`config.mk`:
```
export PLATFORM = sky130hd
export DESIGN_NAME = hrs_sequencer
export DESIGN_NICKNAME = d
export VERILOG_FILES = /design/src/shared/hrs_pkg.sv /design/src/rtl/hrs_index.sv /design/src/rtl/hrs_sequencer.sv /design/src/rtl/hrs_sync.sv
export VERILOG_INCLUDE_DIRS = /design/src /design/src/shared
export SDC_FILE = /design/constraint.sdc
export NUM_CORES = 1
export LEC_CHECK = 0
export BUFFER_PORTS_ARGS = -buffer_cell sky130_fd_sc_hd__buf_4
export CORE_UTILIZATION = 35
export CTS_CLUSTER_DIAMETER = 50
export DETAILED_ROUTE_END_ITERATION = 7
export GPL_ROUTABILITY_DRIVEN = 0
export GPL_TIMING_DRIVEN = 0
export PLACE_DENSITY = 0.61
export SLEW_MARGIN = 20
export SYNTH_ARGS = -nofsm -noshare
export SYNTH_HDL_FRONTEND = slang
export SYNTH_HIERARCHICAL = 1
export SYNTH_SLANG_ARGS = --single-unit
```
`constraint.sdc`:
```
create_clock -name pclk -period 7.8 [get_ports pclk]
set_clock_uncertainty 0.15 [all_clocks]
set_input_delay 0.39 -clock pclk [delete_from_list [all_inputs] [get_ports pclk]]
set_output_delay 0.39 -clock pclk [all_outputs]
set_load 0.05 [all_outputs]
```
`src/shared/hrs_consts.svh`:
```
// Constants of the home return sequencer: offsets, field positions,
// reset values and timing figures.
// Assumes inclusion by bare name from files that need the numbers.
`ifndef HRS_CONSTS_SVH
`define HRS_CONSTS_SVH

// ---------------------------------------------------------------
// Register byte offsets (one aligned 32-bit word each)
// ---------------------------------------------------------------
`define HRS_OFF_CTRL        8'h00
`define HRS_OFF_HSPD        8'h04
`define HRS_OFF_CSPD        8'h08
`define HRS_OFF_HPOS        8'h0C
`define HRS_OFF_SHIFT       8'h10
`define HRS_OFF_AFTER       8'h14
`define HRS_OFF_STAT        8'h18
`define HRS_OFF_CPOS        8'h1C

// ---------------------------------------------------------------
// Field positions
// ---------------------------------------------------------------
`define HRS_CTRL_METHOD_LSB 0
`define HRS_CTRL_METHOD_MSB 3
`define HRS_CTRL_DIR_BIT    4
`define HRS_CTRL_POL_BIT    5
`define HRS_CTRL_START_BIT  8
`define HRS_STAT_BUSY_BIT   0
`define HRS_STAT_DONE_BIT   1
`define HRS_STAT_STATE_LSB  4
`define HRS_STAT_STATE_MSB  6
`define HRS_SPD_MSB         15

// ---------------------------------------------------------------
// Reset values
// ---------------------------------------------------------------
`define HRS_RST_METHOD      4'h0
`define HRS_RST_BIT         1'b0
`define HRS_RST_HSPD        16'h0100
`define HRS_RST_CSPD        16'h0010
`define HRS_RST_WORD        32'h0000_0000
`define HRS_RST_SPD         16'h0000

// ---------------------------------------------------------------
// Timing
// ---------------------------------------------------------------
`define HRS_CLK_MHZ         100
`define HRS_STALL_TIME_US   1000
`define HRS_COUNTS_PER_REV  4096

`endif

```
`src/shared/hrs_pkg.sv`:
```
// Types of the home return sequencer: method codes and sequence states.
// Assumes nothing of its surroundings.
package hrs_pkg;

  // Method select codes
  typedef enum logic [3:0] {
    HRS_M_DOG      = 4'b0000,
    HRS_M_COUNT    = 4'b0001,
    HRS_M_DATA     = 4'b0010,
    HRS_M_STOPPER  = 4'b0011,
    HRS_M_IGNORE   = 4'b0100,
    HRS_M_REAR     = 4'b0101,
    HRS_M_FRONTCNT = 4'b0110,
    HRS_M_CRADLE   = 4'b0111,
    HRS_M_FIRSTZ   = 4'b1000,
    HRS_M_FRONT    = 4'b1001,
    HRS_M_ZONLY    = 4'b1010
  } hrs_method_e;

  // Sequence states
  typedef enum logic [2:0] {
    HRS_IDLE   = 3'b000,
    HRS_SEEK   = 3'b001,
    HRS_LEAVE  = 3'b010,
    HRS_TRAVEL = 3'b011,
    HRS_WAITZ  = 3'b100,
    HRS_SHIFT  = 3'b101,
    HRS_STALL  = 3'b110
  } hrs_state_e;

endpackage

```
`src/rtl/hrs_index.sv`:
```
// Once-per-revolution index pulse made from the position feedback steps.
// Assumes step and step_dec come from logic on pclk; the pulse stays
// inside the block and is never driven to a pin.
`include "hrs_consts.svh"
`timescale 1ns/1ps
`default_nettype none
module hrs_index #(
  parameter int unsigned COUNTS_PER_REV = `HRS_COUNTS_PER_REV
) (
  input  wire logic pclk,
  input  wire logic presetn,
  input  wire logic ce,
  input  wire logic step,
  input  wire logic step_dec,
  output logic      z_pulse
);
  localparam int unsigned CW = $clog2(COUNTS_PER_REV);
  localparam logic [CW-1:0] TOP = CW'(COUNTS_PER_REV - 1);

  logic [CW-1:0] cnt;
  logic [CW-1:0] next_cnt;
  logic          next_z;

  // Angle within one revolution; wrapping either way marks the index
  always_comb begin
    next_cnt = cnt;
    next_z   = 1'b0;
    if (step) begin
      if (step_dec) begin
        next_cnt = (cnt == '0) ? TOP : cnt - 1'b1;
        next_z   = (cnt == '0);
      end else begin
        next_cnt = (cnt == TOP) ? '0 : cnt + 1'b1;
        next_z   = (cnt == TOP);
      end
    end
  end

  // Registers only
  always_ff @(posedge pclk or negedge presetn) begin
    if (!presetn) begin
      cnt     <= '0;
      z_pulse <= 1'b0;
    end else if (ce) begin
      cnt     <= next_cnt;
      z_pulse <= next_z;
    end
  end
endmodule
`default_nettype wire

```
`src/rtl/hrs_sequencer.sv`:
```
// Home return method sequencer: APB register file and homing sequence.
// Assumes pos_step/pos_dec come from the position feedback on pclk;
// dog_pin and servo_on_pin are asynchronous pins.
`include "hrs_consts.svh"
`timescale 1ns/1ps
`default_nettype none

module hrs_sequencer #(
  parameter int unsigned COUNTS_PER_REV = `HRS_COUNTS_PER_REV,
  parameter int unsigned STALL_CYC      =
    `HRS_STALL_TIME_US * `HRS_CLK_MHZ
) (
  input  wire logic              pclk,
  input  wire logic              presetn,
  input  wire logic              ce,
  input  wire logic              psel,
  input  wire logic              penable,
  input  wire logic              pwrite,
  input  wire logic [7:0]        paddr,
  input  wire logic [31:0]       pwdata,
  output logic      [31:0]       prdata,
  output logic                   pready,
  output logic                   pslverr,
  input  wire logic              dog_pin,
  input  wire logic              servo_on_pin,
  input  wire logic              pos_step,
  input  wire logic              pos_dec,
  output logic                   motion_en,
  output logic                   motion_dec,
  output logic      [15:0]       speed_cmd,
  output logic                   home_busy,
  output logic                   home_done,
  output hrs_pkg::hrs_state_e    home_state
);
  import hrs_pkg::*;

  // -------------------------------------------------------------
  // Decode
  // -------------------------------------------------------------
  // Used by the error answer and the write path
  function automatic logic hrs_mapped(input logic [7:0] a);
    hrs_mapped = (a == `HRS_OFF_CTRL)  || (a == `HRS_OFF_HSPD)  ||
                 (a == `HRS_OFF_CSPD)  || (a == `HRS_OFF_HPOS)  ||
                 (a == `HRS_OFF_SHIFT) || (a == `HRS_OFF_AFTER) ||
                 (a == `HRS_OFF_STAT)  || (a == `HRS_OFF_CPOS);
  endfunction

  logic        setup_ph;
  logic        wr_acc;
  logic        start_req;
  logic [3:0]  homing_method_select;
  logic        homing_direction_select;
  logic        input_polarity_setting;
  logic [15:0] homing_speed_setting;
  logic [15:0] creep_speed_setting;
  logic [31:0] home_position_value_setting;
  logic [31:0] shift_dist;
  logic [31:0] after_dist;
  logic [3:0]  next_method;
  logic        next_dir;
  logic        next_pol;
  logic [15:0] next_hspd;
  logic [15:0] next_cspd;
  logic [31:0] next_hpos;
  logic [31:0] next_shift;
  logic [31:0] next_after;
  logic [31:0] next_prdata;
  logic [31:0] cur_pos;

  // Zero-wait slave; error only for an unmapped access phase
  assign pready   = 1'b1;
  assign pslverr  = psel & penable & ~hrs_mapped(paddr);
  assign setup_ph = psel & ~penable;
  assign wr_acc   = psel & penable & pwrite & hrs_mapped(paddr);

  // -------------------------------------------------------------
  // Register file
  // -------------------------------------------------------------
  // Settings lock while a return runs, so a method change cannot
  // tear a sequence in half; read data is captured in setup phase
  always_comb begin
    next_method = homing_method_select;
    next_dir    = homing_direction_select;
    next_pol    = input_polarity_setting;
    next_hspd   = homing_speed_setting;
    next_cspd   = creep_speed_setting;
    next_hpos   = home_position_value_setting;
    next_shift  = shift_dist;
    next_after  = after_dist;
    start_req   = 1'b0;
    next_prdata = prdata;
    if (wr_acc && !home_busy) begin
      case (paddr)
        `HRS_OFF_CTRL: begin
          next_method = pwdata[`HRS_CTRL_METHOD_MSB:`HRS_CTRL_METHOD_LSB];
          next_dir    = pwdata[`HRS_CTRL_DIR_BIT];
          next_pol    = pwdata[`HRS_CTRL_POL_BIT];
          start_req   = pwdata[`HRS_CTRL_START_BIT];
        end
        `HRS_OFF_HSPD:  next_hspd  = pwdata[`HRS_SPD_MSB:0];
        `HRS_OFF_CSPD:  next_cspd  = pwdata[`HRS_SPD_MSB:0];
        `HRS_OFF_HPOS:  next_hpos  = pwdata;
        `HRS_OFF_SHIFT: next_shift = pwdata;
        `HRS_OFF_AFTER: next_after = pwdata;
        default: ;
      endcase
    end
    if (setup_ph && !pwrite) begin
      next_prdata = `HRS_RST_WORD;
      case (paddr)
        `HRS_OFF_CTRL: begin
          next_prdata[`HRS_CTRL_METHOD_MSB:`HRS_CTRL_METHOD_LSB] =
            homing_method_select;
          next_prdata[`HRS_CTRL_DIR_BIT] = homing_direction_select;
          next_prdata[`HRS_CTRL_POL_BIT] = input_polarity_setting;
        end
        `HRS_OFF_HSPD:  next_prdata[`HRS_SPD_MSB:0] = homing_speed_setting;
        `HRS_OFF_CSPD:  next_prdata[`HRS_SPD_MSB:0] = creep_speed_setting;
        `HRS_OFF_HPOS:  next_prdata = home_position_value_setting;
        `HRS_OFF_SHIFT: next_prdata = shift_dist;
        `HRS_OFF_AFTER: next_prdata = after_dist;
        `HRS_OFF_STAT: begin
          next_prdata[`HRS_STAT_BUSY_BIT] = home_busy;
          next_prdata[`HRS_STAT_DONE_BIT] = home_done;
          next_prdata[`HRS_STAT_STATE_MSB:`HRS_STAT_STATE_LSB] = home_state;
        end
        `HRS_OFF_CPOS:  next_prdata = cur_pos;
        default: ;
      endcase
    end
  end

  // Register file flops
  always_ff @(posedge pclk or negedge presetn) begin
    if (!presetn) begin
      homing_method_select        <= `HRS_RST_METHOD;
      homing_direction_select     <= `HRS_RST_BIT;
      input_polarity_setting      <= `HRS_RST_BIT;
      homing_speed_setting        <= `HRS_RST_HSPD;
      creep_speed_setting         <= `HRS_RST_CSPD;
      home_position_value_setting <= `HRS_RST_WORD;
      shift_dist                  <= `HRS_RST_WORD;
      after_dist                  <= `HRS_RST_WORD;
      prdata                      <= `HRS_RST_WORD;
    end else if (ce) begin
      homing_method_select        <= next_method;
      homing_direction_select     <= next_dir;
      input_polarity_setting      <= next_pol;
      homing_speed_setting        <= next_hspd;
      creep_speed_setting         <= next_cspd;
      home_position_value_setting <= next_hpos;
      shift_dist                  <= next_shift;
      after_dist                  <= next_after;
      prdata                      <= next_prdata;
    end
  end

  // -------------------------------------------------------------
  // Inputs
  // -------------------------------------------------------------
  logic        dog_s;
  logic        servo_s;
  logic        z_pulse;
  logic        uses_dog;
  logic        dog_hit;
  logic        dog_q;
  logic        servo_q;
  hrs_method_e meth;
  hrs_method_e start_meth;

  hrs_sync #(.W(2)) u_sync (
    .pclk     (pclk),
    .presetn  (presetn),
    .ce       (ce),
    .pin      ({dog_pin, servo_on_pin}),
    .pin_sync ({dog_s, servo_s})
  );

  hrs_index #(.COUNTS_PER_REV(COUNTS_PER_REV)) u_index (
    .pclk     (pclk),
    .presetn  (presetn),
    .ce       (ce),
    .step     (pos_step),
    .step_dec (pos_dec),
    .z_pulse  (z_pulse)
  );

  // Method decode and polarity-corrected dog level
  assign meth     = hrs_method_e'(homing_method_select);
  assign start_meth = hrs_method_e'(next_method);  // Same-write method
  assign uses_dog = !(meth == HRS_M_DATA || meth == HRS_M_STOPPER ||
                      meth == HRS_M_IGNORE || meth == HRS_M_ZONLY);
  assign dog_hit  = uses_dog &
    (input_polarity_setting ? dog_s : ~dog_s);

  // -------------------------------------------------------------
  // Homing sequence
  // -------------------------------------------------------------
  hrs_state_e  next_state;
  logic [31:0] dist_cnt;
  logic [31:0] next_dist;
  logic [31:0] stall_cnt;
  logic [31:0] next_stall;
  logic [31:0] next_cur_pos;
  logic        next_en;
  logic        next_mdec;
  logic [15:0] next_spd;
  logic        next_done;
  logic        finish;

  assign home_busy = (home_state != HRS_IDLE);

  // One state per phase of motion; distance counts use feedback steps
  always_comb begin
    next_state   = home_state;
    next_dist    = dist_cnt;
    next_stall   = `HRS_RST_WORD;
    next_en      = motion_en;
    next_mdec    = motion_dec;
    next_spd     = speed_cmd;
    next_done    = home_done;
    next_cur_pos = cur_pos;
    finish       = 1'b0;
    if (pos_step) begin
      next_cur_pos = pos_dec ? cur_pos - 1'b1 : cur_pos + 1'b1;
    end
    unique case (home_state)
      HRS_IDLE: begin
        if (start_req && start_meth != HRS_M_IGNORE &&
            start_meth <= HRS_M_ZONLY) begin
          next_done = 1'b0;
          next_mdec = next_dir;
          next_en   = 1'b1;
          next_spd  = homing_speed_setting;
          case (start_meth)
            HRS_M_DATA: finish = 1'b1;
            HRS_M_STOPPER: begin
              next_spd   = creep_speed_setting;
              next_state = HRS_STALL;
            end
            HRS_M_ZONLY: begin
              next_spd   = creep_speed_setting;
              next_state = HRS_WAITZ;
            end
            HRS_M_DOG, HRS_M_COUNT, HRS_M_REAR, HRS_M_FRONTCNT,
            HRS_M_CRADLE, HRS_M_FIRSTZ, HRS_M_FRONT:
              next_state = HRS_SEEK;
            default: ;  // Servo-on and unknown codes filtered above
          endcase
        end
        // Home is wherever the axis stands as the servo comes on
        if (meth == HRS_M_IGNORE && servo_s && !servo_q) begin
          finish = 1'b1;
        end
      end
      HRS_SEEK: begin
        if (dog_hit && !dog_q) begin
          next_spd = creep_speed_setting;
          case (meth)
            HRS_M_COUNT: begin
              next_dist  = after_dist;
              next_state = HRS_TRAVEL;
            end
            HRS_M_FRONTCNT: begin
              next_dist  = after_dist + shift_dist;
              next_state = HRS_TRAVEL;
            end
            HRS_M_CRADLE: next_state = HRS_WAITZ;
            HRS_M_FIRSTZ: begin
              next_mdec  = ~motion_dec;
              next_state = HRS_WAITZ;
            end
            HRS_M_FRONT: finish = 1'b1;
            default: next_state = HRS_LEAVE;
          endcase
        end
      end
      HRS_LEAVE: begin
        if (!dog_hit && dog_q) begin
          if (meth == HRS_M_REAR) begin
            next_dist  = after_dist + shift_dist;
            next_state = HRS_TRAVEL;
          end else begin
            next_state = HRS_WAITZ;
          end
        end
      end
      HRS_TRAVEL: begin
        if (dist_cnt == `HRS_RST_WORD) begin
          if (meth == HRS_M_COUNT) begin
            next_state = HRS_WAITZ;
          end else begin
            finish = 1'b1;
          end
        end else if (pos_step) begin
          next_dist = dist_cnt - 1'b1;
        end
      end
      HRS_WAITZ: begin
        if (z_pulse) begin
          if (meth == HRS_M_CRADLE) begin
            finish = 1'b1;
          end else begin
            next_dist  = shift_dist;
            next_state = HRS_SHIFT;
          end
        end
      end
      HRS_SHIFT: begin
        if (dist_cnt == `HRS_RST_WORD) begin
          finish = 1'b1;
        end else if (pos_step) begin
          next_dist = dist_cnt - 1'b1;
        end
      end
      HRS_STALL: begin
        // Pressed against the stopper: no feedback step for a while
        if (pos_step) begin
          next_stall = `HRS_RST_WORD;
        end else if (stall_cnt == 32'(STALL_CYC - 1)) begin
          finish = 1'b1;
        end else begin
          next_stall = stall_cnt + 1'b1;
        end
      end
      default: next_state = HRS_IDLE;
    endcase
    if (finish) begin
      next_state   = HRS_IDLE;
      next_en      = 1'b0;
      next_spd     = `HRS_RST_SPD;
      next_done    = 1'b1;
      next_cur_pos = home_position_value_setting;
    end
  end

  // Sequence flops
  always_ff @(posedge pclk or negedge presetn) begin
    if (!presetn) begin
      home_state <= HRS_IDLE;
      dist_cnt   <= `HRS_RST_WORD;
      stall_cnt  <= `HRS_RST_WORD;
      cur_pos    <= `HRS_RST_WORD;
      motion_en  <= `HRS_RST_BIT;
      motion_dec <= `HRS_RST_BIT;
      speed_cmd  <= `HRS_RST_SPD;
      home_done  <= `HRS_RST_BIT;
      dog_q      <= `HRS_RST_BIT;
      servo_q    <= `HRS_RST_BIT;
    end else if (ce) begin
      home_state <= next_state;
      dist_cnt   <= next_dist;
      stall_cnt  <= next_stall;
      cur_pos    <= next_cur_pos;
      motion_en  <= next_en;
      motion_dec <= next_mdec;
      speed_cmd  <= next_spd;
      home_done  <= next_done;
      dog_q      <= dog_hit;
      servo_q    <= servo_s;
    end
  end
endmodule
`default_nettype wire

```
`src/rtl/hrs_sync.sv`:
```
// Two-flop synchroniser for pins from outside the pclk domain.
// Assumes a free-running pclk; ce freezes both stages.
`timescale 1ns/1ps
`default_nettype none
module hrs_sync #(
  parameter int unsigned W = 1
) (
  input  wire logic         pclk,
  input  wire logic         presetn,
  input  wire logic         ce,
  input  wire logic [W-1:0] pin,
  output logic      [W-1:0] pin_sync
);
  logic [W-1:0] meta;
  logic [W-1:0] next_meta;
  logic [W-1:0] next_sync;

  // First stage feeds only the second stage
  always_comb begin
    next_meta = pin;
    next_sync = meta;
  end

  // Both stages reset to idle level
  always_ff @(posedge pclk or negedge presetn) begin
    if (!presetn) begin
      meta     <= '0;
      pin_sync <= '0;
    end else if (ce) begin
      meta     <= next_meta;
      pin_sync <= next_sync;
    end
  end
endmodule
`default_nettype wire

```
==> impl_metrics.yaml <==
cts:
  cts-root-buf: "clkbuf_16"
  htreeDepth: 2
  clkSinkCount: 303
  clkTransAtPathRegs_ns: 0.06
  holdBufCountCts: 32
  clock_latency_ns: 0.58
  cts_tree: "done"
  cts_resized: 0
  postCtsSetupRepairBufs: 0
  cts_buffers: 44
  cts_max_path_buffers: 3
setup_path:
  cp-startpoint: "dist_cnt[24]$_DFFE_PN0P_"
  critPathKind: "reg2reg"
  required_ns: 8.07
  worstPathArrival_ns: 4.26
  rrSetupSlack_ns: 3.81
  rr_endpoint: "cur_pos[1]$_DFFE_PN0P_"
  r2r_start: "dist_cnt[24]$_DFFE_PN0P_"
  cp-start-kind: "flip-flop"
  reg2reg_depth: 9
  path_max_fanout: 10
  endpoint_kind: "flip-flop"
  endpoint: "cur_pos[1]$_DFFE_PN0P_"
job:
  cap_violations: 0
global_route:
  grt_pass1_vias: 17700
  grt_use_total_pct: 23.0
  grt_first_pass_wirelength_um: 102000
  antenna_found_initial: 0
  globalRoute.totalOverflow: 0
  grt_max_degree: 86
cells_and_area:
  multi_input_area_mm2: 0.0113
  seq_area_mm2: 0.00758
  nNetsFinal: 2385
  fill_cells: 5333
  syn_to_final_growth_pct: 19.1
  drive_gt1_share_pct: 18.6
yosys:
  syn_avg_cell_area_um2: 9.44
  synth_ff_type: "dfrtp_1"
  ys_warn_count: 6
  yosysUniqueCellTypes: 106
  synthArstFlopShare_pct: 100
  synth_fp_nets: 2200
  netlist_area_mm2: 0.0197
  synth-edff-count: 0
  syn-instance-count: 2082
  ys_ff_latch: 303
  ys_seq_area_share_pct: 38.6
power:
  p_sw_uw: 2350
  power.share.clock_pct: 34.3
  power.leakage_uw: 0.0104
  power_frac_seq_pct: 30.8
  power_uw: 6360
  power.density_mw_per_mm2: 272
  vdd_ir_drop_max_uv: 167
  p_comb_share_pct: 34.9
  intPower_uw: 4010
  p_sw_share_pct: 36.9
floorplanning:
  start_util_pct: 35.5
  core_mm2: 0.0553
  die_w_um: 239
  dieHeight_um: 239
  io_pins: 107
  rows: 86
  dieArea_mm2: 0.0571
sta:
  max_freq_mhz: 251
  maxSlewHeadroom_pct: 30.9
  setup_tns_ns: 0
  rsz0062_at_grt: "false"
  fin_crit_ns: 3.99
  worst-slew-pin-transition_ns: 1.03
  slew_viol_final: 0
  setup-violations-final: 0
  period_share_pct: 51.1
  hold_violations: 0
detailed_routing:
  avgViaCountPerCell: 5.85
  drc: 6
  drt_wl_total_um: 65600
  drt_iter0_drc: 1852
  num_vias: 17900
  wire_per_inst_um: 21.5
  ant_nets: 0
  drtPass1Iterations: 8
placed_design:
  io_buffers: 104
  hpwl_um: 49800
worst_hold_path:
  hold_path_class: "in2reg"
run_status:
  violations: "design-rule violations"
  status: "complete, but fails checks"
[synthesized netlist by cell type (15+ instances only)]
| cell | n | share of area [%] |
|---|---|---|
| a211oi_1 | 18 | 0.69 |
| a21o_1 | 37 | 1.4 |
| a21oi_1 | 166 | 4.2 |
| a222oi_1 | 24 | 1.2 |
| a22o_1 | 33 | 1.5 |
| a22oi_1 | 29 | 1.1 |
| a31oi_1 | 20 | 0.64 |
| and3_1 | 29 | 0.92 |
| clkbuf_1 | 92 | 1.8 |
| dfrtp_1 | 301 | 38 |
| ha_1 | 66 | 4.2 |
| inv_1 | 34 | 0.65 |
| mux2_2 | 158 | 9.1 |
| mux2i_1 | 44 | 2.2 |
| nand2_1 | 182 | 3.5 |
| nand2b_1 | 27 | 0.86 |
| nand3_1 | 41 | 1.0 |
| nand4_1 | 15 | 0.48 |
| nor2_1 | 128 | 2.4 |
| nor2b_1 | 17 | 0.54 |
| nor3_1 | 44 | 1.1 |
| nor4_1 | 18 | 0.57 |
| o211ai_1 | 15 | 0.57 |
| o21a_1 | 19 | 0.73 |
| o21ai_0 | 171 | 4.4 |
| o21bai_1 | 15 | 0.57 |
| o2bb2ai_1 | 20 | 0.89 |
| xnor2_1 | 37 | 1.6 |
| xor2_1 | 32 | 1.4 |
[layer usage]
layer  up-vias  global-route usage, %  share of wire, %
met5         -                      0                 0
met4         0                   11.0               4.7
met3       159                   3.18               6.0
met2       728                   38.2                47
met1      8748                   29.4                42
li1       8220                      -                 -
[state kept, by name (all words and copies together) (netlist names), 2 cells and up]
name,flops
shift_dist,32
home_state,3
cur_pos,32
homing_method_select,4
u_sync/pin_sync,2
after_dist,32
homing_speed_setting,16
u_index/cnt,12
home_position_value_setting,32
dist_cnt,32
creep_speed_setting,16
u_sync/meta,2
prdata,32
speed_cmd,16
stall_cnt,32
[worst min-delay path by stage]
stage / startpoint / endpoint / slack, ns / depth (start not counted)
2_1_floorplan: presetn / after_dist[0]$_DFFE_PN0P_ / -0.06 / 0
3_3_place_gp: prdata[13]$_DFFE_PN0P_ / prdata[13]$_DFFE_PN0P_ / 0.32 / 2
3_5_place_dp: presetn / prdata[22]$_DFFE_PN0P_ / 0.25 / 1
4_1_cts: pwdata[5] / home_position_value_setting[5]$_DFFE_PN0P_ / 0.01 / 2
5_1_grt: pwdata[5] / home_position_value_setting[5]$_DFFE_PN0P_ / 0.01 / 2
6_report: pwdata[5] / home_position_value_setting[5]$_DFFE_PN0P_ / 0.02 / 2
[through the flow]
stage               setup WS (ns)  instances  util (%)  instance area (µm²)  hold slack, ns
floorplan                    4.53       2082         -                19700         -0.0556
global placement             3.40       2934      38.6                21400           0.323
detailed placement           3.85       2937      38.8                21500           0.245
CTS                          3.88       3049      42.3                23400          0.0111
global route                 3.65       3049      42.3                23400          0.0141
finish                       3.81       3050      42.3                23400          0.0191
[critical path: stages, from the launching register on]
cell      delay, ns
dfrtp_1        0.45
or4_1          0.60
nor4_2         0.53
nand2b_1       0.30
o311ai_2       0.71
buf_2          0.42
buf_2          0.35
nor2_1         0.09
a211oi_1       0.18
a21oi_1        0.06
[logic make-up after synthesis]
kind of cell,share of synthesized area [%]
muxes,11.5
AOI/OAI and AO/OA,23.3
xor gates and xnor gates,3.07
adders and majority gates,4.41
DFF,38.6
buffers and inverters,3.86
and+or+nand+nor,15.3
other,0.0191
[cell usage in the layout (no fill, tap or decap), drive strengths merged, types with 16 or more instances in the layout]
cell           n
dfrtp        301
o21ai        186
nand2        182
a21oi        168
mux2         159
clkbuf       159
buf          141
nor2         129
ha            66
nor3          45
mux2i         44
nand3         42
inv           39
xnor2         37
a21o          37
a22o          33
xor2          32
dlygate4sd3   32
and3          30
a22oi         29
nand2b        28
a222oi        24
nor4          24
a31oi         20
o2bb2ai       20
o21a          19
a211oi        18
nor2b         17
o31ai         16
[layout make-up]
class | instances | share of cell area, %
Antenna cell | 1 | 0.0107
Sequential cell | 303 | 32.4
Clock buffer | 63 | 5.58
Multi-Input combinational cell | 1614 | 48.4
Inverter | 35 | 0.561
Timing Repair Buffer | 139 | 5.09
Tap cell | 748 | 4.00
Clock inverter | 17 | 1.28
Buffer | 130 | 2.68
[power by group through the flow]
stage                     clock (µW)  sequential, µW  combinational [µW]
after floorplan                    0            1940                1560
after global placement             0            1970                2110
after detailed placement           0            1970                2150
after CTS                       2210            1950                2180
after global routing            2280            1980                2420
final                           2180            1960                2220
Note: power is estimated with default switching activity, not from simulation.
